--- src/dpa_defines.svh ---
// Register offsets, field positions and reset values of the alarm unit
`ifndef DPA_DEFINES_SVH
`define DPA_DEFINES_SVH
// Byte addresses
`define DPA_A_T1L    8'h20
`define DPA_A_T1H    8'h21
`define DPA_A_T2L    8'h22
`define DPA_A_T2H    8'h23
`define DPA_A_CTL    8'h28
`define DPA_A_CTH    8'h29
`define DPA_A_STL    8'h3C
`define DPA_A_STH    8'h3D
`define DPA_A_CML    8'h3E
`define DPA_A_CMH    8'h3F
// Control fields
`define DPA_C_SRC2   15:12
`define DPA_C_SRC1   11:8
`define DPA_C_CAP2   6
`define DPA_C_CAP1   4
`define DPA_C_IEN    2
`define DPA_C_IPOL   1
`define DPA_C_ISEL   0
// Threshold fields
`define DPA_T_DIR    15
// Status bits in the upper status byte
`define DPA_S_ALM2   1
`define DPA_S_ALM1   0
// Command bit that clears latched flags
`define DPA_CMD_CLR  4
// Reset values and writable masks
`define DPA_RST_REG  16'h0000
`define DPA_MSK_CTL  16'hFF57
`define DPA_MSK_THR  16'hBFFF
`endif

--- src/dpa_pkg.sv ---
// Types and shared helpers of the alarm unit
package dpa_pkg;

   // Source selector codes
   typedef enum logic [3:0] {
      DPA_SRC_OFF             = 4'h0,
      DPA_SRC_SUPPLY          = 4'h1,
      DPA_SRC_XACC            = 4'h2,
      DPA_SRC_YACC            = 4'h3,
      DPA_SRC_AUX             = 4'h4,
      DPA_SRC_TEMP            = 4'h5,
      DPA_SRC_ROOT_SUM_SQUARE = 4'h8
   } dpa_src_t;

   // Two's complement sources
   function automatic logic dpa_src_signed(input logic [3:0] code);
      case (code)
         DPA_SRC_XACC, DPA_SRC_YACC, DPA_SRC_TEMP: dpa_src_signed = 1'b1;
         default:                                  dpa_src_signed = 1'b0;
      endcase
   endfunction : dpa_src_signed

endpackage : dpa_pkg
--- src/dpa_alarm_unit.sv ---
// Dual programmable alarm unit, top level
//
// Functional notes
// - Upper control nibble selects alarm two source
// - Next nibble selects alarm one source
// - Alarm two may start event capture
// - Alarm one may start event capture
// - Indicator enable drives chosen digital line
// - Polarity bit sets indicator active level
// - Select bit picks line two or one
// - Threshold top bit picks compare direction
// - Low fourteen bits compared; bit fourteen unused
// - Sixteen-bit registers as two byte addresses
// - Alarms readable in status and indicator
// - Status bits nine and eight per alarm
// - Flags clear by command bit four only
`timescale 1ns/1ps
`include "dpa_defines.svh"
module dpa_alarm_unit
   import dpa_pkg::*;
#(
   parameter int DATA_W = 14
) (
   input  wire logic              CORE_CLK,
   input  wire logic              NRST,
   input  wire logic              REG_WR,
   input  wire logic              REG_RD,
   input  wire logic [7:0]        REG_ADDR,
   input  wire logic [7:0]        REG_WDATA,
   output logic      [7:0]        REG_RDATA,
   input  wire logic              SAMPLE_VALID,
   input  wire logic [DATA_W-1:0] SMP_SUPPLY,
   input  wire logic [DATA_W-1:0] SMP_XACC,
   input  wire logic [DATA_W-1:0] SMP_YACC,
   input  wire logic [DATA_W-1:0] SMP_AUX,
   input  wire logic [DATA_W-1:0] SMP_TEMP,
   input  wire logic [DATA_W-1:0] SMP_ROOT_SUM_SQUARE,
   output logic      [1:0]        ALARM_STATUS,
   output logic                   CAPTURE_START,
   output logic      [1:0]        CAPTURE_CAUSE,
   output logic                   DIGITAL_LINE_ONE_OUT,
   output logic                   DIGITAL_LINE_ONE_OE,
   output logic                   DIGITAL_LINE_TWO_OUT,
   output logic                   DIGITAL_LINE_TWO_OE
);

   ////////////////////////////////////////////////////////////////////////////
   // Parameter check

   if (DATA_W < 2 || DATA_W > 14) begin : g_bad_width
      $error("DATA_W must lie between 2 and 14");
   end

   ////////////////////////////////////////////////////////////////////////////
   // Declarations

   logic [15:0] thr1;
   logic [15:0] thr2;
   logic [15:0] ctrl;
   logic [1:0]  hit;
   logic [1:0]  active;
   logic [1:0]  next_active;
   logic [1:0]  flag;
   logic [1:0]  next_flag;
   logic [1:0]  cause;
   logic [1:0]  next_cause;
   logic        capt;
   logic        next_capt;
   logic        clr;
   logic        ind_lvl;
   logic        d1o;
   logic        d1e;
   logic        d2o;
   logic        d2e;
   logic        next_d1o;
   logic        next_d1e;
   logic        next_d2o;
   logic        next_d2e;
   logic [7:0]  rdata;
   logic [7:0]  next_rdata;

   // Byte write strobe for one address
   function automatic logic wr_hit(input logic we, input logic [7:0] a,
                                   input logic [7:0] t);
      wr_hit = we && (a == t);
   endfunction : wr_hit

   ////////////////////////////////////////////////////////////////////////////
   // Registers reached by byte address

   // Threshold one
   dpa_breg #(
      .RST  (`DPA_RST_REG),
      .MASK (`DPA_MSK_THR)
   ) u_thr1 (
      .clk   (CORE_CLK),
      .nrst  (NRST),
      .wr_lo (wr_hit(REG_WR, REG_ADDR, `DPA_A_T1L)),
      .wr_hi (wr_hit(REG_WR, REG_ADDR, `DPA_A_T1H)),
      .wdata (REG_WDATA),
      .q     (thr1)
   );

   // Threshold two
   dpa_breg #(
      .RST  (`DPA_RST_REG),
      .MASK (`DPA_MSK_THR)
   ) u_thr2 (
      .clk   (CORE_CLK),
      .nrst  (NRST),
      .wr_lo (wr_hit(REG_WR, REG_ADDR, `DPA_A_T2L)),
      .wr_hi (wr_hit(REG_WR, REG_ADDR, `DPA_A_T2H)),
      .wdata (REG_WDATA),
      .q     (thr2)
   );

   // Control, all zero after reset
   dpa_breg #(
      .RST  (`DPA_RST_REG),
      .MASK (`DPA_MSK_CTL)
   ) u_ctrl (
      .clk   (CORE_CLK),
      .nrst  (NRST),
      .wr_lo (wr_hit(REG_WR, REG_ADDR, `DPA_A_CTL)),
      .wr_hi (wr_hit(REG_WR, REG_ADDR, `DPA_A_CTH)),
      .wdata (REG_WDATA),
      .q     (ctrl)
   );

   // Flag clear command
   assign clr = wr_hit(REG_WR, REG_ADDR, `DPA_A_CML) && REG_WDATA[`DPA_CMD_CLR];

   ////////////////////////////////////////////////////////////////////////////
   // Comparators

   // Alarm one
   dpa_cmp #(
      .DATA_W (DATA_W)
   ) u_cmp1 (
      .sel      (ctrl[`DPA_C_SRC1]),
      .thr      (thr1),
      .s_supply (SMP_SUPPLY),
      .s_xacc   (SMP_XACC),
      .s_yacc   (SMP_YACC),
      .s_aux    (SMP_AUX),
      .s_temp   (SMP_TEMP),
      .s_root_sum_square (SMP_ROOT_SUM_SQUARE),
      .hit      (hit[0])
   );

   // Alarm two
   dpa_cmp #(
      .DATA_W (DATA_W)
   ) u_cmp2 (
      .sel      (ctrl[`DPA_C_SRC2]),
      .thr      (thr2),
      .s_supply (SMP_SUPPLY),
      .s_xacc   (SMP_XACC),
      .s_yacc   (SMP_YACC),
      .s_aux    (SMP_AUX),
      .s_temp   (SMP_TEMP),
      .s_root_sum_square (SMP_ROOT_SUM_SQUARE),
      .hit      (hit[1])
   );

   ////////////////////////////////////////////////////////////////////////////
   // Evaluation, flags and capture start

   // Next alarm state
   always_comb begin
      next_active = active;
      if (SAMPLE_VALID) next_active = hit;
      // New alarm with its trigger armed starts capture
      next_cause = hit & ~active & {ctrl[`DPA_C_CAP2], ctrl[`DPA_C_CAP1]}
                   & {2{SAMPLE_VALID}};
      next_capt  = |next_cause;
      // Set wins over clear
      next_flag  = (flag & ~{2{clr}}) | (hit & {2{SAMPLE_VALID}});
   end

   // Alarm state registers
   always_ff @(posedge CORE_CLK or negedge NRST) begin
      if (!NRST) begin
         active <= 2'b00;
         flag   <= 2'b00;
         cause  <= 2'b00;
         capt   <= 1'b0;
      end else begin
         active <= next_active;
         flag   <= next_flag;
         cause  <= next_cause;
         capt   <= next_capt;
      end
   end

   ////////////////////////////////////////////////////////////////////////////
   // Digital line indicator

   // Line enables and level
   always_comb begin
      ind_lvl  = (|active) ? ctrl[`DPA_C_IPOL] : ~ctrl[`DPA_C_IPOL];
      next_d1e = ctrl[`DPA_C_IEN] & ~ctrl[`DPA_C_ISEL];
      next_d2e = ctrl[`DPA_C_IEN] & ctrl[`DPA_C_ISEL];
      next_d1o = next_d1e ? ind_lvl : 1'b0;
      next_d2o = next_d2e ? ind_lvl : 1'b0;
   end

   // Line registers
   always_ff @(posedge CORE_CLK or negedge NRST) begin
      if (!NRST) begin
         d1o <= 1'b0;
         d1e <= 1'b0;
         d2o <= 1'b0;
         d2e <= 1'b0;
      end else begin
         d1o <= next_d1o;
         d1e <= next_d1e;
         d2o <= next_d2o;
         d2e <= next_d2e;
      end
   end

   ////////////////////////////////////////////////////////////////////////////
   // Read port

   // Byte read mux, unmapped reads zero
   always_comb begin
      next_rdata = rdata;
      if (REG_RD) begin
         case (REG_ADDR)
            `DPA_A_T1L: next_rdata = thr1[7:0];
            `DPA_A_T1H: next_rdata = thr1[15:8];
            `DPA_A_T2L: next_rdata = thr2[7:0];
            `DPA_A_T2H: next_rdata = thr2[15:8];
            `DPA_A_CTL: next_rdata = ctrl[7:0];
            `DPA_A_CTH: next_rdata = ctrl[15:8];
            `DPA_A_STH: next_rdata = {6'b00_0000, flag};
            default:    next_rdata = 8'h00;
         endcase
      end
   end

   // Read data register
   always_ff @(posedge CORE_CLK or negedge NRST) begin
      if (!NRST) rdata <= 8'h00;
      else       rdata <= next_rdata;
   end

   // Outputs straight from flip-flops
   assign REG_RDATA     = rdata;
   assign ALARM_STATUS  = flag;
   assign CAPTURE_START = capt;
   assign CAPTURE_CAUSE = cause;
   assign DIGITAL_LINE_ONE_OUT = d1o;
   assign DIGITAL_LINE_ONE_OE  = d1e;
   assign DIGITAL_LINE_TWO_OUT = d2o;
   assign DIGITAL_LINE_TWO_OE  = d2e;
endmodule : dpa_alarm_unit

--- src/dpa_breg.sv ---
// Sixteen-bit register written as two bytes
`timescale 1ns/1ps
module dpa_breg #(
   parameter logic [15:0] RST  = 16'h0000,
   parameter logic [15:0] MASK = 16'hFFFF
) (
   input  wire logic        clk,
   input  wire logic        nrst,
   input  wire logic        wr_lo,
   input  wire logic        wr_hi,
   input  wire logic [7:0]  wdata,
   output logic      [15:0] q
);
   logic [15:0] next_q;

   // Byte lane merge, unused bits forced low
   always_comb begin
      next_q = q;
      if (wr_lo) next_q[7:0] = wdata & MASK[7:0];
      if (wr_hi) next_q[15:8] = wdata & MASK[15:8];
   end

   // Storage
   always_ff @(posedge clk or negedge nrst) begin
      if (!nrst) q <= RST;
      else       q <= next_q;
   end
endmodule : dpa_breg

--- src/dpa_cmp.sv ---
// Alarm source select and threshold compare
`timescale 1ns/1ps
`include "dpa_defines.svh"
module dpa_cmp
   import dpa_pkg::*;
#(
   parameter int DATA_W = 14
) (
   input  wire logic [3:0]        sel,
   input  wire logic [15:0]       thr,
   input  wire logic [DATA_W-1:0] s_supply,
   input  wire logic [DATA_W-1:0] s_xacc,
   input  wire logic [DATA_W-1:0] s_yacc,
   input  wire logic [DATA_W-1:0] s_aux,
   input  wire logic [DATA_W-1:0] s_temp,
   input  wire logic [DATA_W-1:0] s_root_sum_square,
   output logic                   hit
);
   logic [DATA_W-1:0] smp;
   logic [DATA_W-1:0] sa;
   logic [DATA_W-1:0] ta;
   logic [DATA_W-1:0] flip;
   logic              ok;

   // Source mux, compare in the source's own format
   always_comb begin
      ok  = 1'b1;
      smp = '0;
      case (sel)
         DPA_SRC_SUPPLY: smp = s_supply;
         DPA_SRC_XACC:   smp = s_xacc;
         DPA_SRC_YACC:   smp = s_yacc;
         DPA_SRC_AUX:    smp = s_aux;
         DPA_SRC_TEMP:   smp = s_temp;
         DPA_SRC_ROOT_SUM_SQUARE: smp = s_root_sum_square;
         default:        ok  = 1'b0;
      endcase
      // Offset binary makes signed order match unsigned order
      flip = {dpa_src_signed(sel), {(DATA_W-1){1'b0}}};
      sa   = smp ^ flip;
      ta   = thr[DATA_W-1:0] ^ flip;
      hit  = ok & (thr[`DPA_T_DIR] ? (sa > ta) : (sa < ta));
   end
endmodule : dpa_cmp

--- config.mk ---
export PLATFORM = sky130hd
export DESIGN_NAME = dpa_alarm_unit
export DESIGN_NICKNAME = d
export VERILOG_FILES = /design/src/dpa_pkg.sv /design/src/dpa_alarm_unit.sv /design/src/dpa_breg.sv /design/src/dpa_cmp.sv
export VERILOG_INCLUDE_DIRS = /design/src
export SDC_FILE = /design/constraint.sdc
export NUM_CORES = 1
export LEC_CHECK = 0
export BUFFER_PORTS_ARGS = -buffer_cell sky130_fd_sc_hd__buf_2
export CAP_MARGIN = 20
export CORE_ASPECT_RATIO = 1.75
export CORE_UTILIZATION = 40
export CTS_BUF_LIST = sky130_fd_sc_hd__clkbuf_8
export DETAILED_ROUTE_END_ITERATION = 12
export PLACE_DENSITY = 0.65
export SLEW_MARGIN = 20
export SYNTH_ARGS = -nofsm -noshare
export SYNTH_HDL_FRONTEND = slang
export SYNTH_SLANG_ARGS = --single-unit
--- constraint.sdc ---
create_clock -name CORE_CLK -period 6.1 [get_ports CORE_CLK]
set_clock_uncertainty 0.2 [all_clocks]
set_input_delay 1.22 -clock CORE_CLK [delete_from_list [all_inputs] [get_ports CORE_CLK]]
set_output_delay 1.22 -clock CORE_CLK [all_outputs]
set_load 0.005 [all_outputs]
Yosys cells after proc, flatten, opt, wreduce, memory -nomap -nowiden. Cells that the tools add are included.

Flip-flop bits (word level): 62. Logic and storage cells: 83.

Bitwise logic cells: 18. Mux-type cells: 12. Reduce and logical (&&, ||, !) cells: 14. Eq/ne operators: 20. $lt $le $gt $ge: 4.

Operators with widths (count): 14-bit one-hot mux with 6 select lines (2); 8-bit by 6-bit equality test with 1-bit output (second input constant) (8); 8-bit one-hot mux with 7 select lines (1); 14-bit bitwise XOR (4); 14-bit greater-than comparator (2); 14-bit less-than comparator (2); 4-bit by 2-bit equality test with 1-bit output (second input constant) (4); 4-bit by 3-bit equality test with 1-bit output (second input constant) (4); 6-bit OR reduction (2); 2-bit AND (5); 1-bit two-way mux (9); 4-bit by 1-bit equality test with 1-bit output (second input constant) (2); 4-bit equality test (second input constant) (2); 1-bit logical AND (8); 3-bit OR reduction (2); 1-bit AND (4); 2-bit inverter (2); 2-bit OR reduction (2); 1-bit inverter (2); 2-bit OR (1).

Longest topological paths before layout. Gate-level depths: netlist of run 1.

Depth in word-level cells: 11. Gate-level depth with buffers: 15. Depth with buffers taken out: 13.

Hierarchy. Synthesis of run 1 repeated with hierarchy kept, for this count alone.

Cells, all modules: 491. Area, all modules: 4944.7 um2.

By module, submodules not included: dpa_breg (u_thr1 ...) (times used 2, area an instance 634.4 um2, cells each 34, sequential area each 375.4 um2); dpa_alarm_unit (times used 1, area an instance 1218.7 um2, cells each 126, sequential area each 475.5 um2); dpa_cmp (u_cmp2) (times used 1, area an instance 965.9 um2, cells each 126, sequential area each 0.0 um2); dpa_cmp (u_cmp1) (times used 1, area an instance 952.2 um2, cells each 140, sequential area each 0.0 um2); dpa_breg (u_ctrl) (times used 1, area an instance 539.3 um2, cells each 31, sequential area each 325.3 um2).

Worst setup path before layout of run 1. OpenSTA, ideal clock, no wires.

Path type: register to register. From: register u_ctrl.q[14]. To: register capt, in the netlist CAPTURE_START. Cell stages (with the launch flop): 14. Path slack: 2386 ps. Data arrival time: 3390 ps. Period minus slack after synthesis: 3714 ps. Path buffers: 2. Path through: dfrtp_1 buf_1 nor4b_1 clkbuf_1 a22oi_1 nand3_1 ha_1 a21o_1 a21o_1 a221o_1 a21boi_0 o221a_4 mux2_4 or2_1.

Cells in the longest elaborated chain, start to end: 11.

RTL lines: from (decl) (RTL line dpa_breg.sv:12) `output logic [15:0] q`; from (signal assigned) (RTL line dpa_breg.sv:26) `else q <= next_q;`; 4-bit by 2-bit equality test with 1-bit output or 4-bit by 3-bit equality test with 1-bit output (tied branches) (RTL line dpa_pkg.sv:17, dpa_cmp.sv:29); 3-bit OR reduction (RTL line dpa_pkg.sv:17) `case (code)`; 1-bit two-way mux (RTL line dpa_pkg.sv:17); 14-bit bitwise XOR (on tied branches) (RTL line dpa_cmp.sv:40, dpa_cmp.sv:41); 14-bit less-than comparator or 14-bit greater-than comparator (tied branches) (RTL line dpa_cmp.sv:42) `` hit = ok & (thr[`DPA_T_DIR] ? (sa > ta) : (sa < ta)); ``; 1-bit two-way mux (RTL line dpa_cmp.sv:42); 1-bit AND * (RTL line dpa_cmp.sv:42); 2-bit AND * (3 in series) (RTL line dpa_alarm_unit.sv:174) `` next_cause = hit & ~active & {ctrl[`DPA_C_CAP2], ctrl[`DPA_C_CAP1]} ``; via next_cause[1] (RTL line dpa_alarm_unit.sv:66) `logic [1:0] next_cause;`; 2-bit OR reduction * (RTL line dpa_alarm_unit.sv:176) `next_capt = |next_cause;`; via next_capt (RTL line dpa_alarm_unit.sv:68) `logic next_capt;`; to (signal assigned) (RTL line dpa_alarm_unit.sv:192) `capt <= next_capt;`; to (decl) (RTL line dpa_alarm_unit.sv:67) `logic capt;`.

The timed path passes the listed nets; every way through them passes the cells marked *. A chain may end at the register's enable or synchronous reset.

Final worst setup path of run 1.
From: register u_ctrl.q[12]. To: register capt, in the netlist CAPTURE_START.

Same word-level chain as after synthesis.

==> impl_metrics.csv, run 1 <==
group,metric,value,unit
critical_path,cp_data_required_time,6.15,ns
yosys,postSynthCellCount,491,
timing,max-slew-margin-rel,33.2,%
global_route,overflow,0,
yosys,synth_edf_count,0,
timing,setup_violations,0,
critical_path,worstSetupEndpoint,"CAPTURE_START$_DFF_PN0_",
pwr,p_comb_share,24.8,%
yosys,synth.area.top_cells,"dfrtp_1, a22oi_1, mux2_2, ha_1, mux4_2",
yosys,synth_cell_types,56,
layout,syn_to_final_growth,20.6,%
yosys,postSynthAreaPerCell,9.49,sq um
timing,fin_crit_sh,71.2,%
layout,nets,738,
drt,drtAntennaViolNets,0,
pwr,powerDensity,198,nW/um^2
place,dp_slack,1.79,ns
timing,holdWs,0.320,ns
clock_network,cts_hold_buf,0,
yosys,yosys_register_bits,62,
run,maxCapViolations,0,
yosys,synthTopCellsByCount,"a22oi_1, dfrtp_1, mux2_2",
global_route,grt_pass1_wl,23900,um
yosys,synth_top_area_cell,"dfrtp_1",
drt,routedWlPerCell,20.9,um
critical_path,startpoint_type,"flop",
clock_network,clockBufferDepth,2,
place,dp.cells,728,
pwr,netSwitchingPower,344,uW
clock_network,cts.clk_slew.worst_paths,0.07,ns
pwr,switching_share,30.9,%
timing,slew_viol_final,0,
timing,tightest_slew,0.998,ns
critical_path,setup.worst_path.start,"u_ctrl.q[12]$_DFFE_PN0P_",
layout,n_antenna_cell,0,
place,dp_hpwl,12100,um
clock_network,clk_latency,0.36,ns
die,die_h,145,um
critical_path,rr_worst_depth,12,
global_route,track_usage,25.9,%
place,io_buffers,121,
pwr,pwr-share-clk,34.3,%
critical_path,path_class,"reg2reg",
critical_path,cp.arrival,4.39,ns
worst_hold_path,hp-class,"reg2reg",
yosys,netlist.area_leader.share,33.3,%
critical_path,reg2reg_to,"CAPTURE_START$_DFF_PN0_",
critical_path,reg2reg_from,"u_ctrl.q[12]$_DFFE_PN0P_",
die,dieArea,12100,sq um
clock_network,cts_tree,"done",
global_route,grt_max_degree,63,
critical_path,crit_path_end_kind,"flop",
die,die_w,83.6,um
clock_network,cts_root_buffer,"clkbuf_8",
clock_network,postCtsSetupBuffers,0,
yosys,syn_nets,622,
yosys,synthMostInstantiatedCell,"a22oi_1",
layout,utilization,50.0,%
global_route,grt_pass1_vias,4691,
yosys,synthArstFlopShare,100,%
timing,fin_tns_setup,0,ns
place,place_area,5410,sq um
die,io_pins,122,
timing,rsz0062_at_grt,"false",
die,coreArea,11200,sq um
timing,postLayoutSetupSlackWorst,1.76,ns
critical_path,crit_fanout,13,
clock_network,cts.sinks,62,
pwr,p_int,770,uW
drt,drtIter0Drc,388,
drt,first_pass_iters,6,
timing,max_freq,230,MHz
die,start_util,41.5,%
layout,fin_cells,744,
timing,finalCriticalPeriod,4.34,ns
clock_network,cts_buffers,9,
clock_network,cts_max_level,3,
drt,vias,4633,
worst_hold_path,min-delay-start,"u_thr1.q[6]$_DFFE_PN0P_",
timing,finalHoldViolCount,0,
place,place.gp.congestion,0.893,
global_route,antenna_found_initial,0,
yosys,ys.flop_type,"dfrtp_1",
pwr,power,1.11,mW
pwr,peakVddDrop,0.187,mV
clock_network,ctsResizeCount,0,
drt,route.detailed.drc,0,
drt,wl,15500,um
layout,drive_above_1_share,34.2,%
die,fp-row-count,51,
status,status,"finished clean",
yosys,yosys_warnings,0,
drt,via_per_inst,6.23,
critical_path,r2r_setup_slack,1.76,ns
yosys,syn-cell-area,4660,sq um
yosys,yosysSeqAreaShare,33.3,%
layout,design_area,5620,sq um
pwr,p_leak,2.67,nW
pwr,power_frac_seq,40.9,%
-- layer usage --
metal,up-vias,share of wire (%),GRT usage (%),wire length [um]
met5,-,0,0,0
met4,0,5.5,14.8,852
met3,65,6.8,3.97,1050
met2,276,54,48.9,8300
met1,2174,34,27.0,5310
li1,2118,-,-,-
-- worst min-delay path by stage --
| stage | endpoint | slack (ns) | depth (start not counted) |
|---|---|---|---|
| after CTS | DIGITAL_LINE_ONE_OE$_DFF_PN0_ | 0.31 | 1 |
| final | u_thr1.q[6]$_DFFE_PN0P_ | 0.32 | 1 |
| after detailed placement | DIGITAL_LINE_ONE_OE$_DFF_PN0_ | 0.30 | 1 |
| after global routing | REG_RDATA[3]$_DFFE_PN0P_ | 0.34 | 2 |
| after floorplan | DIGITAL_LINE_ONE_OE$_DFF_PN0_ | 0.24 | 1 |
| after global placement | DIGITAL_LINE_ONE_OE$_DFF_PN0_ | 0.28 | 1 |
-- sequential cells by signal, indices dropped and copies added (netlist names) --
register and count:
DIGITAL_LINE_ONE_OE 1, u_ctrl.q 13, CAPTURE_START 1, ALARM_STATUS 2, DIGITAL_LINE_TWO_OUT 1, DIGITAL_LINE_TWO_OE 1
CAPTURE_CAUSE 2, active 2, u_thr2.q 15, u_thr1.q 15, REG_RDATA 8, DIGITAL_LINE_ONE_OUT 1
-- kinds of logic after synthesis --
family          synth area share [%]
xor+xnor                       0.564
fa+ha+maj                       6.98
mux                             15.0
simple gates                    15.1
buf+inv                         5.80
flops                           33.3
compound gates                  23.2
-- power groups by stage --
stage               registers [mW]  clock network [mW]  logic [mW]
global route                 0.458               0.403       0.306
finish                       0.456               0.383       0.276
detailed placement           0.463                   0       0.275
floorplan                    0.449                   0       0.173
CTS                          0.455               0.383       0.276
global placement             0.462                   0       0.268
-- area by class of cell --
class | count | area (sq um)
tap | 132 | 165
inverter | 40 | 150
clock buffer | 11 | 151
timing repair buffer | 133 | 696
fill | 1100 | 5610
multi-input combinational | 361 | 2850
sequential | 62 | 1550
clock inverter | 5 | 56.3
-- cell usage in the layout (no fill, tap or decap), drive strengths merged, types with 17 or more instances in the layout --
| cell | instances |
|---|---|
| buf | 133 |
| a22oi | 79 |
| dfrtp | 62 |
| mux2 | 44 |
| inv | 41 |
| nand3 | 31 |
| ha | 26 |
| nor2 | 22 |
| nand2 | 18 |
| o21ai | 17 |
-- critical path, cell delays in order (launching register included) --
cell	delay, ns
dfrtp_1	0.60
or2b_1	0.32
nor2_1	0.73
a22oi_1	0.22
nand3_1	0.14
ha_1	0.25
a21o_1	0.18
a21o_1	0.17
a221o_1	0.33
a21boi_0	0.34
o221a_4	0.26
mux2_4	0.30
or2_1	0.20
(Power assumes the default switching activity.)
==> run 2, diff against run 1 <==
- clock period: 6.1 -> 4.12 ns (I/O delays scaled with it)
==> run 2 against run 1 <==
Effect of this change:
- die area stayed put
- flip-flop and latch count unchanged
- via count increased by 1.4%
- wire length decreased by 1.1%
- critical path type unchanged
- largest power group unchanged
- highest routed layer unchanged
==> impl_metrics.csv, run 2 (synthesis gave the netlist of run 1 again) <==
group,metric,value,unit
status,status,"finished clean",
run,maxCapViolations,0,
pwr,peakVddDrop,0.203,mV
layout,drive_above_1_share,35.7,%
critical_path,crit_fanout,13,
drt,wl_met1,5380,um
critical_path,cp.arrival,3.97,ns
place,io_buffers,121,
layout,design_area,5720,sq um
layout,n_antenna_cell,0,
critical_path,crit_path_end_kind,"flop",
global_route,grt_max_degree,48,
critical_path,startpoint_type,"flop",
die,die_w,83.6,um
drt,vias,4696,
layout,final_common_cell,"buf_2",
timing,finalCriticalPeriod,3.96,ns
drt,topRoutingLayerUsed,"met4",
critical_path,reg2reg_to,"ALARM_STATUS[1]$_DFF_PN0_",
clock_network,cts_max_level,3,
clock_network,cts_tree,"done",
clock_network,cts_hold_buf,0,
layout,final_cell_mix,"buf_2, a22oi_1, dfrtp_1, mux2_2, inv_1",
layout,num-fill-cells,1055,
clock_network,ctsResizeCount,0,
die,io_pins,122,
timing,tightest_slew,0.771,ns
timing,finalHoldViolCount,0,
place,dp.cells,740,
global_route,overflow,0,
layout,syn_to_final_growth,22.7,%
drt,via_per_inst,6.21,
place,place.gp.congestion,0.891,
clock_network,clk_latency,0.35,ns
drt,drtIter0Drc,294,
clock_network,cts_root_buffer,"clkbuf_8",
timing,fin_tns_setup,0,ns
clock_network,cts_buffers,9,
clock_network,cts.clk_slew.worst_paths,0.08,ns
die,fp-row-count,51,
die,start_util,41.5,%
drt,first_pass_iters,6,
critical_path,r2r_setup_slack,0.16,ns
clock_network,postCtsSetupBuffers,0,
global_route,grt_pass1_vias,4693,
critical_path,reg2reg_from,"u_ctrl.q[15]$_DFFE_PN0P_",
place,dp_hpwl,12200,um
layout,fin_cells,756,
pwr,p_leak,2.72,nW
worst_hold_path,hp-class,"in2async",
timing,setup_violations,0,
clock_network,cts.sinks,62,
global_route,antenna_found_initial,0,
drt,routedWlPerCell,20.3,um
critical_path,cp_data_required_time,4.13,ns
layout,reg_top3,"u_thr1.q (15), u_thr2.q (15), u_ctrl.q (13)",
drt,route.detailed.drc,0,
die,coreArea,11200,sq um
timing,rsz0062_at_grt,"false",
critical_path,path_class,"reg2reg",
layout,nets,750,
pwr,powerDensity,292,nW/um^2
critical_path,rr_worst_depth,14,
drt,drtAntennaViolNets,0,
global_route,grt_pass1_wl,23600,um
timing,slew_viol_final,0,
timing,max-slew-margin-rel,48.2,%
place,place_area,5500,sq um
die,die_h,145,um
pwr,power,1.67,mW
drt,dr_wl_met2,8330,um
clock_network,clockBufferDepth,2,
timing,fin_crit_sh,96.1,%
drt,wl,15400,um
timing,max_freq,253,MHz
global_route,track_usage,25.3,%
drt,wl_met3,827,um
die,dieArea,12100,sq um
==> run 2: cell count changes in the layout (fill, tap and decap cells not counted) <==
cell        change
and3_2          +1
nor2_1          -1
and3_1          -1
clkinv_2        -2
buf_2           -1
clkbuf_8        -1
clkinvlp_4      +2
buf_4          +13
nor2_2          +1
clkinv_4        +1
==> run 2: final cells by class <==
type                    count  area [sq um]  area share, %
clock inverters             6          70.1           1.23
clock buffers              10           138           2.41
multi-input cells         361          2850           49.9
inverters                  40           150           2.63
well taps                 132           165           2.89
flip-flops and latches     62          1550           27.1
repair buffers            145           788           13.8
==> run 2: how the worst max path moves through the flow <==
stage                        startpoint                   endpoint
6_report       u_ctrl.q[15]$_DFFE_PN0P_  ALARM_STATUS[1]$_DFF_PN0_
5_1_grt        u_ctrl.q[15]$_DFFE_PN0P_    CAPTURE_START$_DFF_PN0_
4_1_cts        u_ctrl.q[15]$_DFFE_PN0P_  ALARM_STATUS[1]$_DFF_PN0_
3_5_place_dp   u_ctrl.q[15]$_DFFE_PN0P_      active[1]$_DFFE_PN0P_
3_3_place_gp   u_ctrl.q[15]$_DFFE_PN0P_    CAPTURE_START$_DFF_PN0_
2_1_floorplan  u_ctrl.q[14]$_DFFE_PN0P_    CAPTURE_START$_DFF_PN0_
==> run 2: metrics by stage <==
stage                     setup slack [ns]  util (%)  hold WS (ns)
final                                0.160      50.9         0.267
after global routing                 0.109      50.9         0.323
after global placement               0.345      49.0         0.292
after detailed placement             0.201      49.0         0.306
after CTS                            0.180      50.8         0.324
after floorplan                      0.406         -         0.237
==> run 2: worst max-delay path, cell delays in order (launching register included) <==
cell and delay (ns):
dfrtp_1 0.49, or2b_1 0.31, nor3_1 0.17, buf_4 0.25, a22oi_1 0.09, nand3_1 0.13, ha_1 0.26, a21oi_1 0.13
o21ai_0 0.09, a221oi_1 0.51, a21boi_0 0.31, buf_4 0.17, o221a_4 0.19, mux2i_1 0.35, o21ai_0 0.15
==> run 2: routing by layer <==
layer | vias to the layer above | track usage, %
li1 | 2142 | -
met1 | 2248 | 25.7
met2 | 251 | 48.5
met3 | 55 | 3.97
met4 | 0 | 14.5
met5 | - | 0
==> run 2: power by group <==
group	internal [mW]	switching (mW)	leakage, nW	total, mW
Clock	0.298	0.262	0.0951	0.561
Combinational	0.204	0.238	1.81	0.442
Sequential	0.637	0.0276	0.817	0.665
